[src/common/wts_cfg.svh]
// offsets, field positions, command and response codes and timing counts of the wake-up sequencer
`ifndef WTS_CFG_SVH
`define WTS_CFG_SVH
`define WTS_CLK_HZ 100000000
`define WTS_SLOW_HI_HZ 32000
`define WTS_SLOW_LO_HZ 4000
`define WTS_WAKE_DELAY_US 6000
`define WTS_REF_TICKS 256
`define WTS_ADDR_WAKE_CFG 8'h00
`define WTS_ADDR_CTRL_CFG 8'h04
`define WTS_ADDR_TIMING 8'h08
`define WTS_ADDR_DETECT 8'h0C
`define WTS_ADDR_COMMAND 8'h10
`define WTS_ADDR_STATUS 8'h14
`define WTS_CMD_IDLE 8'h07
`define WTS_CMD_LEN 8'h0E
`define WTS_ENTER_HIBERNATE 16'h0400
`define WTS_SRC_TIMEOUT 0
`define WTS_SRC_TAG 1
`define WTS_SRC_WAKE_PIN 3
`define WTS_SRC_SEL_PIN 4
`define WTS_LIMIT_BITS 5
`define WTS_RESP_OKAY 2'b00
`define WTS_RESP_SLVERR 2'b10
`endif

[src/common/wts_pkg.sv]
// types shared by the wake-up sequencer
package wts_pkg;
    typedef enum logic [8:0] {
        ST_POWERUP = 9'b0_0000_0001,
        ST_WAKING = 9'b0_0000_0010,
        ST_READY = 9'b0_0000_0100,
        ST_HIBERNATE = 9'b0_0000_1000,
        ST_SLEEP = 9'b0_0001_0000,
        ST_OSC_SETTLE = 9'b0_0010_0000,
        ST_DAC_SETTLE = 9'b0_0100_0000,
        ST_BURST = 9'b0_1000_0000,
        ST_PAUSE = 9'b1_0000_0000
    } wts_state_t;
endpackage

[src/verilog/wts_sequencer.sv]
// wake-up and tag-detect sequencer with AXI4-Lite register access
`include "wts_cfg.svh"
module wts_sequencer #(
    parameter int WAKE_DELAY = `WTS_WAKE_DELAY_US * (`WTS_CLK_HZ / 1000000),
    parameter int SLOW_DIV_HI = `WTS_CLK_HZ / `WTS_SLOW_HI_HZ,
    parameter int SLOW_DIV_LO = `WTS_CLK_HZ / `WTS_SLOW_LO_HZ
) (
    // clock and reset
    input wire logic clock,
    input wire logic srst,
    // axi4-lite write address and data
    input wire logic [7:0] s_axi_awaddr,
    input wire logic s_axi_awvalid,
    output logic s_axi_awready,
    input wire logic [31:0] s_axi_wdata,
    input wire logic [3:0] s_axi_wstrb,
    input wire logic s_axi_wvalid,
    output logic s_axi_wready,
    // axi4-lite write response
    output logic [1:0] s_axi_bresp,
    output logic s_axi_bvalid,
    input wire logic s_axi_bready,
    // axi4-lite read
    input wire logic [7:0] s_axi_araddr,
    input wire logic s_axi_arvalid,
    output logic s_axi_arready,
    output logic [31:0] s_axi_rdata,
    output logic [1:0] s_axi_rresp,
    output logic s_axi_rvalid,
    input wire logic s_axi_rready,
    // pins from the host
    input wire logic wake_in_n,
    input wire logic serial_sel_n,
    input wire logic iface_uart_pin,
    // analog front end
    input wire logic carrier_swing,
    input wire logic [5:0] dac_meas,
    // resource controls and state
    output logic slow_osc_en,
    output logic slow_osc_low,
    output logic fast_osc_en,
    output logic dac_en,
    output logic rf_burst_en,
    output logic cmd_ready,
    output logic iface_uart
);
    wts_pkg::wts_state_t state_r, state_nxt;
    logic [3:0] pins_s;
    logic wake_d_r, sel_d_r, swing_d_r;
    logic wake_fall, sel_fall, swing_rise, tick, pin_evt, go_idle;
    logic [31:0] wake_cfg_r, ctrl_cfg_r, timing_r, detect_r;
    logic [7:0] aw_addr_r, reason_r, reason_nxt;
    logic [31:0] w_data_r;
    logic [3:0] w_strb_r;
    logic aw_have_r, w_have_r, cmd_reject_r;
    logic [23:0] cnt_r;
    logic [4:0] burst_cnt_r;
    logic [7:0] swing_cnt_r;
    logic [5:0] dac_data_r;
    logic outside, limit_hit, do_write, settle_done;
    logic [7:0] src, interval, osc_cnt, dac_cnt, thr_lo, thr_hi, swing_lim;
    logic [4:0] limit;

    // field views of the parameter registers
    assign src = wake_cfg_r[7:0];
    assign interval = timing_r[7:0];
    assign osc_cnt = timing_r[15:8];
    assign dac_cnt = timing_r[23:16];
    assign thr_lo = detect_r[7:0];
    assign thr_hi = detect_r[15:8];
    assign swing_lim = detect_r[23:16];
    assign limit = detect_r[24 +: `WTS_LIMIT_BITS];

    // slow periods in n reference periods of (interval + 2) * 256
    function automatic logic [23:0] ref_ticks(input logic [7:0] coeff, input logic [5:0] mult);
        ref_ticks = 24'(({16'h0000, coeff} + 24'h00_0002) * `WTS_REF_TICKS * mult);
    endfunction

    // byte-lane merge for register writes
    function automatic logic [31:0] merge(input logic [31:0] old, input logic [31:0] din,
                                          input logic [3:0] strb);
        merge = old;
        for (int i = 0; i < 4; i++)
            if (strb[i])
                merge[8*i +: 8] = din[8*i +: 8];
    endfunction

    // host pins through two flops
    wts_sync #(.WIDTH(4)) u_sync (
        .clock(clock),
        .srst(srst),
        .pin_in({iface_uart_pin, carrier_swing, serial_sel_n, wake_in_n}),
        .sync_out(pins_s)
    );

    // slow clock, frequency picked by wake-source bits 7:6
    wts_slow_tick #(.DIV_HI(SLOW_DIV_HI), .DIV_LO(SLOW_DIV_LO)) u_tick (
        .clock(clock),
        .srst(srst),
        .run(slow_osc_en),
        .low_freq(slow_osc_low),
        .tick(tick)
    );

    // edge detection on synchronised pins
    always_ff @(posedge clock)
    begin
        if (srst)
        begin
            wake_d_r <= 1'b1;
            sel_d_r <= 1'b1;
            swing_d_r <= 1'b1; // synchroniser resets high, so no false rise
        end
        else
        begin
            wake_d_r <= pins_s[0];
            sel_d_r <= pins_s[1];
            swing_d_r <= pins_s[2];
        end
    end
    assign wake_fall = wake_d_r & ~pins_s[0];
    assign sel_fall = sel_d_r & ~pins_s[1];
    assign swing_rise = ~swing_d_r & pins_s[2];
    // any enabled pin source stops the wait
    assign pin_evt = (src[`WTS_SRC_WAKE_PIN] & wake_fall) | (src[`WTS_SRC_SEL_PIN] & sel_fall);

    // axi write path: address and data in either order
    assign do_write = aw_have_r && w_have_r && !s_axi_bvalid;
    assign go_idle = do_write && aw_addr_r == `WTS_ADDR_COMMAND && state_r == wts_pkg::ST_READY
                     && w_data_r[7:0] == `WTS_CMD_IDLE && w_data_r[15:8] == `WTS_CMD_LEN;
    always_ff @(posedge clock)
    begin
        if (srst)
        begin
            aw_have_r <= 1'b0;
            w_have_r <= 1'b0;
            s_axi_awready <= 1'b0;
            s_axi_wready <= 1'b0;
            s_axi_bvalid <= 1'b0;
            s_axi_bresp <= `WTS_RESP_OKAY;
            aw_addr_r <= 8'h00;
            w_data_r <= 32'h0000_0000;
            w_strb_r <= 4'h0;
        end
        else
        begin
            s_axi_awready <= !aw_have_r && !(s_axi_awvalid && s_axi_awready);
            s_axi_wready <= !w_have_r && !(s_axi_wvalid && s_axi_wready);
            if (s_axi_awvalid && s_axi_awready)
            begin
                aw_have_r <= 1'b1;
                aw_addr_r <= {s_axi_awaddr[7:2], 2'b00};
            end
            if (s_axi_wvalid && s_axi_wready)
            begin
                w_have_r <= 1'b1;
                w_data_r <= s_axi_wdata;
                w_strb_r <= s_axi_wstrb;
            end
            if (do_write)
            begin
                s_axi_bvalid <= 1'b1;
                s_axi_bresp <= (aw_addr_r > `WTS_ADDR_COMMAND) ? `WTS_RESP_SLVERR : `WTS_RESP_OKAY;
            end
            else if (s_axi_bvalid && s_axi_bready)
            begin
                s_axi_bvalid <= 1'b0;
                aw_have_r <= 1'b0;
                w_have_r <= 1'b0;
            end
        end
    end

    // parameter registers and command rejection flag
    always_ff @(posedge clock)
    begin
        if (srst)
        begin
            wake_cfg_r <= 32'h0000_0000;
            ctrl_cfg_r <= 32'h0000_0000;
            timing_r <= 32'h0000_0000;
            detect_r <= 32'h0000_0000;
            cmd_reject_r <= 1'b0;
        end
        else if (do_write)
        begin
            case (aw_addr_r)
                `WTS_ADDR_WAKE_CFG: wake_cfg_r <= merge(wake_cfg_r, w_data_r, w_strb_r) & 32'h00FF_FFFF;
                `WTS_ADDR_CTRL_CFG: ctrl_cfg_r <= merge(ctrl_cfg_r, w_data_r, w_strb_r);
                `WTS_ADDR_TIMING: timing_r <= merge(timing_r, w_data_r, w_strb_r) & 32'h00FF_FFFF;
                `WTS_ADDR_DETECT: detect_r <= merge(detect_r, w_data_r, w_strb_r) & 32'h1FFF_FFFF;
                `WTS_ADDR_COMMAND: cmd_reject_r <= !go_idle;
                default: cmd_reject_r <= cmd_reject_r;
            endcase
        end
    end

    // axi read path with one-cycle answer
    always_ff @(posedge clock)
    begin
        if (srst)
        begin
            s_axi_arready <= 1'b0;
            s_axi_rvalid <= 1'b0;
            s_axi_rdata <= 32'h0000_0000;
            s_axi_rresp <= `WTS_RESP_OKAY;
        end
        else if (s_axi_arvalid && s_axi_arready)
        begin
            s_axi_arready <= 1'b0;
            s_axi_rvalid <= 1'b1;
            s_axi_rresp <= `WTS_RESP_OKAY;
            case ({s_axi_araddr[7:2], 2'b00})
                `WTS_ADDR_WAKE_CFG: s_axi_rdata <= wake_cfg_r;
                `WTS_ADDR_CTRL_CFG: s_axi_rdata <= ctrl_cfg_r;
                `WTS_ADDR_TIMING: s_axi_rdata <= timing_r;
                `WTS_ADDR_DETECT: s_axi_rdata <= detect_r;
                `WTS_ADDR_COMMAND: s_axi_rdata <= 32'h0000_0000;
                `WTS_ADDR_STATUS: s_axi_rdata <= {7'h00, state_r, iface_uart, cmd_reject_r,
                                                  dac_data_r, reason_r};
                default:
                begin
                    s_axi_rdata <= 32'h0000_0000;
                    s_axi_rresp <= `WTS_RESP_SLVERR;
                end
            endcase
        end
        else
        begin
            s_axi_arready <= !s_axi_rvalid || s_axi_rready;
            if (s_axi_rvalid && s_axi_rready)
                s_axi_rvalid <= 1'b0;
        end
    end

    // measurement comparison and burst budget
    assign outside = ({2'b00, dac_meas} > thr_hi) || ({2'b00, dac_meas} < thr_lo);
    assign limit_hit = src[`WTS_SRC_TIMEOUT] && burst_cnt_r == limit;
    assign settle_done = (state_r == wts_pkg::ST_OSC_SETTLE) ? cnt_r >= {16'h0000, osc_cnt}
                                                            : cnt_r >= {16'h0000, dac_cnt};

    // next state and wake reason
    always_comb
    begin
        state_nxt = state_r;
        reason_nxt = reason_r;
        case (state_r)
            wts_pkg::ST_POWERUP:
                if (wake_fall)
                    state_nxt = wts_pkg::ST_WAKING;
            wts_pkg::ST_WAKING:
                if (cnt_r >= 24'(WAKE_DELAY - 1))
                    state_nxt = wts_pkg::ST_READY;
            wts_pkg::ST_READY:
                if (go_idle)
                begin
                    if (wake_cfg_r[23:8] == `WTS_ENTER_HIBERNATE)
                        state_nxt = wts_pkg::ST_HIBERNATE;
                    else if (src[`WTS_SRC_TAG])
                        state_nxt = wts_pkg::ST_OSC_SETTLE;
                    else
                        state_nxt = wts_pkg::ST_SLEEP;
                end
            wts_pkg::ST_HIBERNATE:
                if (wake_fall)
                    state_nxt = wts_pkg::ST_READY;
            wts_pkg::ST_SLEEP:
                if (pin_evt)
                begin
                    state_nxt = wts_pkg::ST_READY;
                    reason_nxt = {3'b000, src[4] & sel_fall, src[3] & wake_fall, 3'b000};
                end
                else if (src[`WTS_SRC_TIMEOUT] && tick
                         && cnt_r + 24'h00_0001 >= ref_ticks(interval, {1'b0, limit} + 6'h01))
                begin
                    state_nxt = wts_pkg::ST_READY;
                    reason_nxt = 8'h01;
                end
            wts_pkg::ST_OSC_SETTLE, wts_pkg::ST_DAC_SETTLE, wts_pkg::ST_BURST,
            wts_pkg::ST_PAUSE:
                if (pin_evt)
                begin
                    state_nxt = wts_pkg::ST_READY;
                    reason_nxt = {3'b000, src[4] & sel_fall, src[3] & wake_fall, 3'b000};
                end
                else if (state_r == wts_pkg::ST_BURST)
                begin
                    if (swing_cnt_r >= swing_lim)
                    begin
                        if (outside)
                        begin
                            state_nxt = wts_pkg::ST_READY;
                            reason_nxt = 8'h02;
                        end
                        else if (limit_hit)
                        begin
                            state_nxt = wts_pkg::ST_READY;
                            reason_nxt = 8'h01;
                        end
                        else
                            state_nxt = wts_pkg::ST_PAUSE;
                    end
                end
                else if (state_r == wts_pkg::ST_PAUSE)
                begin
                    if (tick && cnt_r + 24'h00_0001 >= ref_ticks(interval, 6'h01))
                        state_nxt = wts_pkg::ST_OSC_SETTLE;
                end
                else if (settle_done)
                    state_nxt = (state_r == wts_pkg::ST_OSC_SETTLE) ? wts_pkg::ST_DAC_SETTLE
                                                                    : wts_pkg::ST_BURST;
            default:
                state_nxt = wts_pkg::ST_POWERUP;
        endcase
    end

    // state and wake reason registers
    always_ff @(posedge clock)
    begin
        if (srst)
        begin
            state_r <= wts_pkg::ST_POWERUP;
            reason_r <= 8'h00;
        end
        else
        begin
            state_r <= state_nxt;
            reason_r <= reason_nxt;
        end
    end

    // shared counter: cycles while waking, slow ticks elsewhere
    always_ff @(posedge clock)
    begin
        if (srst || state_nxt != state_r)
            cnt_r <= 24'h00_0000;
        else if (state_r == wts_pkg::ST_WAKING || tick)
            cnt_r <= cnt_r + 24'h00_0001;
    end

    // bursts done in this detection run
    always_ff @(posedge clock)
    begin
        if (srst || state_r == wts_pkg::ST_READY)
            burst_cnt_r <= 5'h00;
        else if (state_r == wts_pkg::ST_BURST && state_nxt == wts_pkg::ST_PAUSE)
            burst_cnt_r <= burst_cnt_r + 5'h01;
    end

    // carrier swings in the current burst and the measurement it leaves
    always_ff @(posedge clock)
    begin
        if (srst)
        begin
            swing_cnt_r <= 8'h00;
            dac_data_r <= 6'h00;
        end
        else if (state_r != wts_pkg::ST_BURST)
            swing_cnt_r <= 8'h00;
        else
        begin
            if (swing_rise && swing_cnt_r < swing_lim)
                swing_cnt_r <= swing_cnt_r + 8'h01;
            if (swing_cnt_r >= swing_lim)
                dac_data_r <= dac_meas;
        end
    end

    // resource enables follow the next state
    always_ff @(posedge clock)
    begin
        if (srst)
        begin
            slow_osc_en <= 1'b0;
            slow_osc_low <= 1'b0;
            fast_osc_en <= 1'b0;
            dac_en <= 1'b0;
            rf_burst_en <= 1'b0;
            cmd_ready <= 1'b0;
            iface_uart <= 1'b0;
        end
        else
        begin
            slow_osc_en <= (state_nxt == wts_pkg::ST_SLEEP && src[`WTS_SRC_TIMEOUT])
                           || (state_nxt inside {wts_pkg::ST_OSC_SETTLE, wts_pkg::ST_DAC_SETTLE,
                                                 wts_pkg::ST_BURST, wts_pkg::ST_PAUSE});
            slow_osc_low <= src[7:6] == 2'b11;
            fast_osc_en <= state_nxt inside {wts_pkg::ST_OSC_SETTLE, wts_pkg::ST_DAC_SETTLE,
                                             wts_pkg::ST_BURST};
            dac_en <= state_nxt inside {wts_pkg::ST_DAC_SETTLE, wts_pkg::ST_BURST};
            rf_burst_en <= state_nxt == wts_pkg::ST_BURST && src[`WTS_SRC_TAG];
            cmd_ready <= state_nxt == wts_pkg::ST_READY;
            if (state_r == wts_pkg::ST_POWERUP && wake_fall)
                iface_uart <= pins_s[3];
        end
    end
endmodule

[src/verilog/wts_slow_tick.sv]
// slow oscillator model: one-cycle tick per slow period while enabled
module wts_slow_tick #(
    parameter int DIV_HI = 3125,
    parameter int DIV_LO = 25000
) (
    // clock and reset
    input wire logic clock,
    input wire logic srst,
    // control
    input wire logic run,
    input wire logic low_freq,
    // tick out
    output logic tick
);
    logic [14:0] div_r;
    logic [14:0] last;

    assign last = low_freq ? 15'(DIV_LO - 1) : 15'(DIV_HI - 1);

    // divider stops and clears while the oscillator is off
    always_ff @(posedge clock)
    begin
        if (srst || !run)
        begin
            div_r <= 15'h0000;
            tick <= 1'b0;
        end
        else
        begin
            tick <= (div_r >= last);
            div_r <= (div_r >= last) ? 15'h0000 : div_r + 15'h0001;
        end
    end
endmodule

[src/verilog/wts_sync.sv]
// two-flop synchroniser for a group of pin inputs
module wts_sync #(
    parameter int WIDTH = 4
) (
    // clock and reset
    input wire logic clock,
    input wire logic srst,
    // pins in, synchronised levels out
    input wire logic [WIDTH-1:0] pin_in,
    output logic [WIDTH-1:0] sync_out
);
    logic [WIDTH-1:0] meta_r;

    // wake and select pins idle high, so reset to ones
    always_ff @(posedge clock)
    begin
        if (srst)
        begin
            meta_r <= '1;
            sync_out <= '1;
        end
        else
        begin
            meta_r <= pin_in;
            sync_out <= meta_r;
        end
    end
endmodule
[config.mk]
export PLATFORM = sky130hd
export DESIGN_NAME = wts_sequencer
export DESIGN_NICKNAME = d
export VERILOG_FILES = /design/src/common/wts_pkg.sv /design/src/verilog/wts_sequencer.sv /design/src/verilog/wts_slow_tick.sv /design/src/verilog/wts_sync.sv
export VERILOG_INCLUDE_DIRS = /design/src /design/src/common
export SDC_FILE = /design/constraint.sdc
export NUM_CORES = 1
export LEC_CHECK = 0
export BUFFER_PORTS_ARGS = -buffer_cell sky130_fd_sc_hd__buf_2
export CELL_PAD_IN_SITES_DETAIL_PLACEMENT = 1
export CELL_PAD_IN_SITES_GLOBAL_PLACEMENT = 1
export CORE_MARGIN = 5
export CORE_UTILIZATION = 42
export CTS_CLUSTER_SIZE = 40
export DETAILED_ROUTE_END_ITERATION = 10
export PLACE_DENSITY_LB_ADDON = 0.1
export SYNTH_ARGS = -nofsm -noshare
export SYNTH_HDL_FRONTEND = slang
export SYNTH_SLANG_ARGS = --single-unit
[constraint.sdc]
create_clock -name clock -period 6.92 [get_ports clock]
set_input_delay 0.346 -clock clock [delete_from_list [all_inputs] [get_ports clock]]
set_output_delay 0.346 -clock clock [all_outputs]
set_load 0.005 [all_outputs]
==> results of run 1 <==
-- kinds of logic after synthesis --
family | synth area share [%]
AOI/OAI and AO/OA | 10.9
xor gates and xnor gates | 5.02
adders and majority gates | 11.7
buffers and inverters | 5.03
DFF | 35.7
muxes | 9.28
other | 0.0236
and+or+nand+nor | 22.3
-- per-stage QoR --
stage | cells | setup TNS, ns | cell area [sq um] | hold slack [ns] | utilization [%]
after floorplan | 1849 | 0 | 15900 | 0.389 | -
after global placement | 2408 | 0 | 16900 | 0.393 | 45.2
after detailed placement | 2408 | 0 | 16900 | 0.403 | 45.2
after CTS | 2466 | 0 | 18100 | 0.00853 | 48.3
after global routing | 2472 | -0.0644 | 18200 | 0.0254 | 48.7
final | 2473 | 0 | 18200 | 0.0298 | 48.7
-- power by group through the flow --
stage	logic [uW]	clock network, uW	registers, uW
floorplan	116	0	1710
global placement	175	0	1720
detailed placement	179	0	1720
CTS	181	1860	1690
global route	203	1920	1690
finish	183	1810	1690
-- timing repair --
| item | in CTS | in global routing |
|---|---|---|
| hold endpoints to repair | 3 | 0 |
| gates cloned | 0 | 1 |
| buffers inserted | 0 | 5 |
| gates resized for setup | 2 | 18 |
| hold buffers | 3 | 0 |
| pin swaps | 0 | 5 |
| setup endpoints to repair | 22 | 29 |
-- final timing paths --
check                                   to  slack, ns  cells past startpoint
max                 cnt_r[23]$_SDFFE_PP0P_       0.31                     27
min               w_strb_r[2]$_SDFFE_PP0P_       0.03                      3
max reg2reg         cnt_r[23]$_SDFFE_PP0P_       0.31                     27
min reg2reg  u_sync.sync_out[1]$_SDFF_PP1_       0.41                      1
-- state kept, by name (all words and copies together), names as in the netlist, 8 cells and up --
| name | flops |
|---|---|
| ctrl_cfg_r | 32 |
| s_axi_rdata | 32 |
| w_data_r | 32 |
| detect_r | 29 |
| cnt_r | 24 |
| timing_r | 24 |
| wake_cfg_r | 24 |
| u_tick.div_r | 15 |
| state_r | 9 |
| swing_cnt_r | 8 |
-- cells in the final DEF, fill, tap and decap left out, types with 29 or more instances in the layout --
master,count
dfxtp_1,280
nor2_1,272
nand2_1,191
mux2i_1,146
buf_2,109
ha_1,99
inv_1,96
a21oi_1,75
o21ai_0,60
xor2_1,53
nand3_1,50
buf_4,40
clkbuf_16,35
xnor2_1,34
a22oi_1,29
fa_1,29
-- worst max-delay path: cells and delay by family, from the launching register on --
family,cells,cell delay (ns)
adder cells (fa/ha/maj),5,2.08
AO/OA/AOI/OAI,9,1.78
flip-flops,1,0.51
buffers and inverters,3,0.35
AND/OR/NAND/NOR,8,1.30
XOR/XNOR,2,0.52
-- layout make-up --
type | instances | share of cell area [%]
Multi-Input combinational cell | 1370 | 52.0
Sequential cell | 283 | 31.1
Timing Repair Buffer | 157 | 5.28
Clock buffer | 43 | 5.18
Tap cell | 511 | 3.50
Inverter | 96 | 1.98
Clock inverter | 12 | 0.926
Antenna cell | 1 | 0.0137
-- synthesized netlist by cell type, drive strengths merged (13+ instances only) --
cell type / number / share of area (%)
a21oi: 76 / 2.4
ha: 102 / 8.0
clkbuf: 85 / 2.0
nand2b: 13 / 0.51
and3: 22 / 0.87
o21ai: 64 / 2.0
nor3: 21 / 0.69
a311oi: 23 / 1.3
inv: 96 / 2.3
mux2i: 146 / 9.2
buf: 15 / 0.73
xor2: 55 / 3.0
a22oi: 29 / 1.4
xnor2: 36 / 2.0
nor2: 293 / 7.9
fa: 29 / 3.7
nand4: 24 / 1.0
nand2: 191 / 4.5
dfxtp: 283 / 36
nand3: 50 / 1.6
nor2b: 20 / 0.79
or2: 28 / 1.1
nor4: 16 / 0.67
-- routing by layer --
metal | up-vias | wire length, microns | global-route usage, %
li1 | 6527 | - | -
met1 | 6547 | 22300 | 30.3
met2 | 222 | 22900 | 39.4
met3 | 75 | 1980 | 4.00
met4 | 2 | 1410 | 7.27
met5 | - | 129 | 2.26
==> flow_summary.yaml, run 1 <==
outcome:
  status: "completed"
floorplanning:
  io_pins: 117
  fp.dieH_microns: 204
  start_util_pct: 42.3
  core_sq_mm: 0.0375
  dieArea_sq_mm: 0.0418
  die_w_microns: 204
  rows: 71
sta:
  tightest_slew_ns: 1.19
  hold_violations: 0
  slew_headroom_pct: 20.7
  report.final.slew_viol_count: 0
  setup_viol: 0
  layout_setup_ws_ns: 0.313
  fin_crit_ns: 6.61
  max_freq_mhz: 151
  finalClockSkew_ns: 0.0276
  fin_crit_sh_pct: 95.5
pwr:
  leakage_uw: 0.00758
  seqPwrFrac_pct: 45.9
  power.internal_uw: 2800
  p_total_uw: 3680
  pwr-share-comb_pct: 5.0
  p_sw_share_pct: 23.8
  net-switching-power_uw: 874
  clock_power_share_pct: 49.2
  powerDensity_mw_per_mm2: 202
  ir_drop_v: 0.000190
yosys:
  netlist_area_sq_mm: 0.0159
  synth-edff-count: 0
  synth.avg_cell_area_sq_um: 8.58
  synth_seq_cells: 283
  synth_warnings: 0
  synthCells: 1848
  synthFlopType: "dfxtp_1"
  ys_seq_area_share_pct: 35.7
  yosys.cell_types.count: 73
  ys_async_sr_fraction_pct: 0
global_routing:
  overflow: 0
  antenna_found_initial: 1
  grt_pass1_vias: 14100
  grt_usage_pct: 23.3
  grt_max_degree: 80
  grt_pass1_wl_microns: 77700
drt:
  drtAntennaViolNets: 0
  drtIter0Drc: 602
  first_pass_iters: 5
  wl_per_cell_microns: 19.7
  via_per_inst: 5.41
  wl_microns: 48700
  vias: 13400
  drc: 0
finish:
  drive_above_1_share_pct: 14.1
  area.sequential_sq_mm: 0.00567
  fillers: 4507
  num-nets-final: 2142
  multi_input_area_sq_mm: 0.00950
  syn_to_final_growth_pct: 15.0
worst_setup_path:
  critPathLaunch: "timing_r[5]$_SDFFE_PP0P_"
  crit_type: "reg2reg"
  cp_slowest_cell: "fa_1"
  critPathMaxFanout: 6
  critPathMaxStageDelay_ns: 0.53
  critPathCaptureType: "flip-flop"
  rr_startpoint: "timing_r[5]$_SDFFE_PP0P_"
  cp-start-kind: "flip-flop"
  worst_ep_required_time_ns: 7.41
  crit_arrival_ns: 7.09
  critPathMostFrequentCell: "fa_1"
placed_design:
  gp_congestion: 0.867
  dp_slack_ns: 0.0174
  hpwl_microns: 36500
  port_buffers: 110
cts:
  clk_latency_ns: 0.55
  numCtsBuffers: 34
  clkSlewWorstSetupHoldPaths_ns: 0.06
  htree_levels: 2
  cts_root_buf: "clkbuf_16"
  cts_tree: "done"
  cts_max_path_buffers: 3
  cts_sinks: 283
worst_hold_path:
  worstHoldStart: "s_axi_wstrb[2]"
  hp-class: "in2reg"
run:
  maxCapViolations: 0
(Power assumes the default switching activity.)
==> inputs of run 2 (changes only) <==
--- a/config.mk
+++ b/config.mk
@@ -6,11 +6,12 @@
 export SDC_FILE = /design/constraint.sdc
 export NUM_CORES = 1
 export LEC_CHECK = 0
+export ABC_AREA = 1
 export BUFFER_PORTS_ARGS = -buffer_cell sky130_fd_sc_hd__buf_2
 export CELL_PAD_IN_SITES_DETAIL_PLACEMENT = 1
 export CELL_PAD_IN_SITES_GLOBAL_PLACEMENT = 1
 export CORE_MARGIN = 5
-export CORE_UTILIZATION = 42
+export CORE_UTILIZATION = 41
 export CTS_CLUSTER_SIZE = 40
 export DETAILED_ROUTE_END_ITERATION = 10
 export PLACE_DENSITY_LB_ADDON = 0.1
==> flow_summary.yaml, run 2 <==
cts:
  cts_tree: "done"
  clk_latency_ns: 0.53
  cts_max_path_buffers: 3
  htree_levels: 2
  numCtsBuffers: 35
  clkSlewWorstSetupHoldPaths_ns: 0.06
  cts_sinks: 283
  cts_root_buf: "clkbuf_16"
yosys:
  synth.avg_cell_area_sq_um: 7.49
  yosysTopAreaCellShare_pct: 36.5
  ys_seq_area_share_pct: 36.5
  yosys.cell_types.count: 55
  synthCells: 2074
  synthFlopType: "dfxtp_1"
  netlist_area_sq_mm: 0.0155
  ys_async_sr_fraction_pct: 0
  synthTopCellsByCount: "nor2_1, dfxtp_1, inv_1"
  yosysMostFrequentCell: "nor2_1"
  ys_top_cells_by_area: "dfxtp_1, ha_1, o21ai_0, nor2_1, inv_1"
  synth_area_leader_cell: "dfxtp_1"
  synth-edff-count: 0
  synth_seq_cells: 283
  synth_warnings: 0
finish:
  drive_above_1_share_pct: 14.8
  final_cell_mix: "nor2_1, dfxtp_1, inv_1"
  reg.largest.list: "ctrl_cfg_r (32), s_axi_rdata (32), w_data_r (32)"
  final_cell_area_sq_mm: 0.0180
  antenna_cells: 0
  num-nets-final: 2390
  utilization_pct: 47.9
  syn_to_final_growth_pct: 15.8
  layout_commonest_cell: "nor2_1"
sta:
  fin_crit_sh_pct: 93.6
  layout_setup_ws_ns: 0.445
  fin_crit_ns: 6.48
  max_freq_mhz: 154
  setup_viol: 0
  slew_headroom_pct: 37.1
  hold_violations: 0
  finalClockSkew_ns: 0.0189
  finalSetupTns_ns: 0
  hold_ws_ns: 0.0201
  report.final.slew_viol_count: 0
  tightest_slew_ns: 0.940
worst_setup_path:
  path_delay_family: "adder cells"
  critPathCaptureType: "flip-flop"
  rrSetupSlack_ns: 0.44
  critPathMaxFanout: 10
  crit_type: "reg2reg"
  crit_buf_inv: 6
  cp-start-kind: "flip-flop"
  rr_worst_depth: 39
  cp_slowest_cell: "fa_1"
  crit_arrival_ns: 6.93
  r2r-end: "cnt_r[19]$_SDFFE_PP0P_"
  rr_startpoint: "detect_r[25]$_SDFFE_PP0P_"
  worst_ep_required_time_ns: 7.38
  critPathMaxStageDelay_ns: 0.57
  critPathMostFrequentCell: "nand2_1"
floorplanning:
  start_util_pct: 41.4
  die_w_microns: 205
  io_pins: 117
  fp.dieH_microns: 205
  dieArea_sq_mm: 0.0419
  core_sq_mm: 0.0375
  rows: 71
drt:
  drtAntennaViolNets: 0
  first_pass_iters: 6
  wl_per_cell_microns: 18.8
  via_per_inst: 5.26
  wl_microns: 51000
  drc: 0
  drtIter0Drc: 723
  vias: 14300
global_routing:
  grt_max_degree: 107
  grt_usage_pct: 24.0
  grt_pass1_vias: 14600
  overflow: 0
  grt_pass1_wl_microns: 80200
  antenna_found_initial: 0
placed_design:
  gp_congestion: 0.871
  dpl-instance-area_sq_mm: 0.0167
  dp_slack_ns: -0.223
  hpwl_microns: 39200
  port_buffers: 110
pwr:
  ir_drop_v: 0.000190
  leakage_uw: 0.00773
  powerDensity_mw_per_mm2: 208
run:
  maxCapViolations: 0
worst_hold_path:
  worstHoldStart: "carrier_swing"
  whs_endpoint: "u_sync.meta_r[2]$_SDFF_PP1_"
  hp-class: "in2reg"
  hold_depth: 2
outcome:
  status: "completed"
run 2: kinds of logic after synthesis:
logic type | Yosys count | synth area share (%)
AO/OA/AOI/OAI | 522 | 18.1
XOR/XNOR | 34 | 1.92
adder cells (fa/ha/maj) | 131 | 12.0
buffers and inverters | 344 | 8.59
flip-flops | 283 | 36.5
multiplexers | 3 | 0.193
other | 1 | 0.0242
AND/OR/NAND/NOR | 756 | 22.7
run 2: how the worst max path moves through the flow:
stage,to,slack [ns],start,cells after the start
after floorplan,cnt_r[10]$_SDFFE_PP0P_,0.74,detect_r[24]$_SDFFE_PP0P_,39
after global placement,cnt_r[21]$_SDFFE_PP0P_,0.05,detect_r[24]$_SDFFE_PP0P_,36
after detailed placement,cnt_r[22]$_SDFFE_PP0P_,-0.22,detect_r[24]$_SDFFE_PP0P_,36
after CTS,cnt_r[22]$_SDFFE_PP0P_,0.02,detect_r[24]$_SDFFE_PP0P_,38
after global routing,cnt_r[3]$_SDFFE_PP0P_,-0.03,detect_r[25]$_SDFFE_PP0P_,40
final,cnt_r[19]$_SDFFE_PP0P_,0.44,detect_r[25]$_SDFFE_PP0P_,39
run 2: metrics by stage:
stage | power (uW) | cells
finish | 3740 | 2721
global route | 3880 | 2721
CTS | 3780 | 2716
detailed placement | 1990 | 2655
global placement | 1990 | 2655
floorplan | 1890 | 2075
run 2: worst reg2reg max path: cells and delay by family, from the launching register on:
kind / cells / cell delay, ns
simple gates: 19 / 2.02
compound gates: 8 / 1.08
buf+inv: 6 / 0.70
flops: 1 / 0.36
fa+ha+maj: 5 / 2.07
xor+xnor: 1 / 0.19
run 2: metal layers:
metal | wire (microns) | vias up | track usage, %
li1 | - | 7090 | -
met1 | 23600 | 6917 | 32.0
met2 | 24000 | 237 | 40.5
met3 | 1880 | 69 | 3.74
met4 | 1530 | 0 | 7.13
met5 | 0 | - | 0
run 2: area by class of cell:
class,instances,area [sq um]
clock buffer,44,970
sequential,283,5670
inverter,277,1040
timing repair buffer,145,841
multi-input combinational,1448,8680
fill,4694,19500
tap,511,639
clock inverter,13,129
run 2: repair_timing:
item,4_1_cts,5_1_grt
setup buffers,3,5
hold buffers,1,0
gates cloned,0,0
endpoints found under the hold margin,1,0
pin swaps,6,12
gates resized for setup,10,28
setup endpoints to repair,24,30
run 2: report_power, final:
part	internal, uW	leakage (uW)	switching, uW	total, uW
sequential	1660	0.00230	30.4	1700
combinational	91.4	0.00490	177	268
clock	1060	0.000535	717	1780
total	2820	0.00773	924	3740
==> inputs of run 3 (changes only) <==
==> constraint.sdc (replaced) <==
create_clock -name clock -period 6.92 [get_ports clock]
set_input_delay 0.692 -clock clock [delete_from_list [all_inputs] [get_ports clock]]
set_output_delay 0.692 -clock clock [all_outputs]
set_load 0.005 [all_outputs]
==> flow_summary.yaml, run 3 (synthesized netlist as in run 2, its figures left out) <==
drt:
  via_per_inst: 5.30
  drtAntennaViolNets: 0
  drc: 0
  wl_microns: 51900
  vias: 14400
  wl_per_cell_microns: 19.1
  drtIter0Drc: 618
  first_pass_iters: 5
floorplanning:
  die_w_microns: 205
  fp.dieH_microns: 205
  core_sq_mm: 0.0375
  io_pins: 117
  dieArea_sq_mm: 0.0419
  rows: 71
  start_util_pct: 41.4
finish:
  num-nets-final: 2387
  syn_to_final_growth_pct: 15.9
  layout_commonest_cell: "nor2_1"
  fillers: 4721
  final_cell_mix: "nor2_1, dfxtp_1, inv_1"
  antenna_cells: 0
  fin_cells: 2719
  area.sequential_sq_mm: 0.00567
  reg.largest.list: "ctrl_cfg_r (32), s_axi_rdata (32), w_data_r (32)"
  multi_input_area_sq_mm: 0.00870
  drive_above_1_share_pct: 14.7
worst_setup_path:
  cp_slowest_cell: "fa_1"
  cp-start-kind: "flip-flop"
  critPathMaxFanout: 6
  crit_arrival_ns: 7.06
  rrSetupSlack_ns: 0.34
  crit_type: "reg2reg"
  critPathMostFrequentCell: "inv_1"
  worst_ep_required_time_ns: 7.40
  r2r-end: "cnt_r[17]$_SDFFE_PP0P_"
  critPathCaptureType: "flip-flop"
  rr_worst_depth: 36
  rr_startpoint: "timing_r[2]$_SDFFE_PP0P_"
  critPathMaxStageDelay_ns: 0.54
sta:
  report.final.slew_viol_count: 0
  max_freq_mhz: 152
  slew_headroom_pct: 35.8
  setup_viol: 0
  fin_crit_ns: 6.58
  hold_violations: 0
  tightest_slew_ns: 0.963
  finalClockSkew_ns: 0.0255
  fin_crit_sh_pct: 95.1
  hold_ws_ns: 0.321
global_routing:
  grt_max_degree: 112
  grt_pass1_vias: 14800
  grt_usage_pct: 24.4
  antenna_found_initial: 0
  overflow: 0
  grt_pass1_wl_microns: 81300
cts:
  clkSlewWorstSetupHoldPaths_ns: 0.06
  cts_sinks: 283
  clk_latency_ns: 0.56
  htree_levels: 2
  hold_buffers: 0
  numCtsBuffers: 35
  cts_max_path_buffers: 3
  cts_tree: "done"
  cts_root_buf: "clkbuf_16"
placed_design:
  hpwl_microns: 38800
  port_buffers: 110
  dpl.cell_count: 2652
  gp_congestion: 0.876
worst_hold_path:
  hp-class: "in2reg"
  hold_depth: 2
  worstHoldStart: "carrier_swing"
  whs_endpoint: "u_sync.meta_r[2]$_SDFF_PP1_"
pwr:
  leakage_uw: 0.00770
  powerDensity_mw_per_mm2: 208
  ir_drop_v: 0.000172
run:
  maxCapViolations: 0
outcome:
  status: "completed"
[run 3: changes by cell type in the layout (fill, tap and decap cells not counted), sizes merged]
cell / change
buf: -4
clkbuf: +4
bufinv: -1
clkinv: +1
clkinvlp: -1
dlygate4sd3: -1
[run 3: per-stage QoR]
step | instance area (sq um) | power, uW | utilization, % | setup TNS, ns | setup slack, ns
after floorplan | 15500 | 1890 | - | 0 | 0.735
after global placement | 16600 | 1980 | 44.3 | -0.112 | -0.0244
after detailed placement | 16600 | 1990 | 44.3 | -6.09 | -0.266
after CTS | 17800 | 3760 | 47.4 | 0 | 0.00388
after global routing | 18000 | 3890 | 48.0 | -0.805 | -0.0516
final | 18000 | 3750 | 48.0 | 0 | 0.338
[run 3: what timing repair did]
action                                  CTS  global route
buffers inserted                          2             4
pin swaps                                 1            18
cloned                                    0             3
gates resized for setup                   6            41
hold endpoints to repair                  0             0
endpoints found under the setup margin   24            30
[run 3: cell type report]
class | instances | area share (%)
Multi-Input combinational cell | 1448 | 48.4
Inverter | 277 | 5.80
Tap cell | 511 | 3.55
Timing Repair Buffer | 142 | 4.72
Clock buffer | 46 | 5.26
Clock inverter | 12 | 0.758
Sequential cell | 283 | 31.5
[run 3: how the worst max path moves through the flow]
stage                              startpoint                     end  slack, ns
floorplan           detect_r[24]$_SDFFE_PP0P_  cnt_r[10]$_SDFFE_PP0P_       0.74
global placement    detect_r[24]$_SDFFE_PP0P_   cnt_r[3]$_SDFFE_PP0P_      -0.02
detailed placement  detect_r[24]$_SDFFE_PP0P_   cnt_r[2]$_SDFFE_PP0P_      -0.27
CTS                 detect_r[25]$_SDFFE_PP0P_   cnt_r[1]$_SDFFE_PP0P_      0.004
global route        detect_r[25]$_SDFFE_PP0P_  cnt_r[18]$_SDFFE_PP0P_      -0.05
finish               timing_r[2]$_SDFFE_PP0P_  cnt_r[17]$_SDFFE_PP0P_       0.34
[run 3: per-layer routing]
layer	global-route usage [%]	wire length, microns
met1	32.0	23800
met2	42.1	25000
met3	4.08	2090
met4	6.03	1130
met5	0	0
[run 3: critical path, delay by kind of cell (launching register included)]
| family | cells | cell delay (ns) |
|---|---|---|
| adders and majority gates | 6 | 2.40 |
| AOI/OAI and AO/OA | 1 | 0.12 |
| DFF | 1 | 0.35 |
| and+or+nand+nor | 19 | 2.44 |
| xor gates and xnor gates | 2 | 0.32 |
| buffers and inverters | 8 | 0.90 |
[run 3: power by group]
| part | switching, uW | internal (uW) |
|---|---|---|
| registers | 31.0 | 1660 |
| logic | 185 | 99.3 |
| clock network | 755 | 1010 |
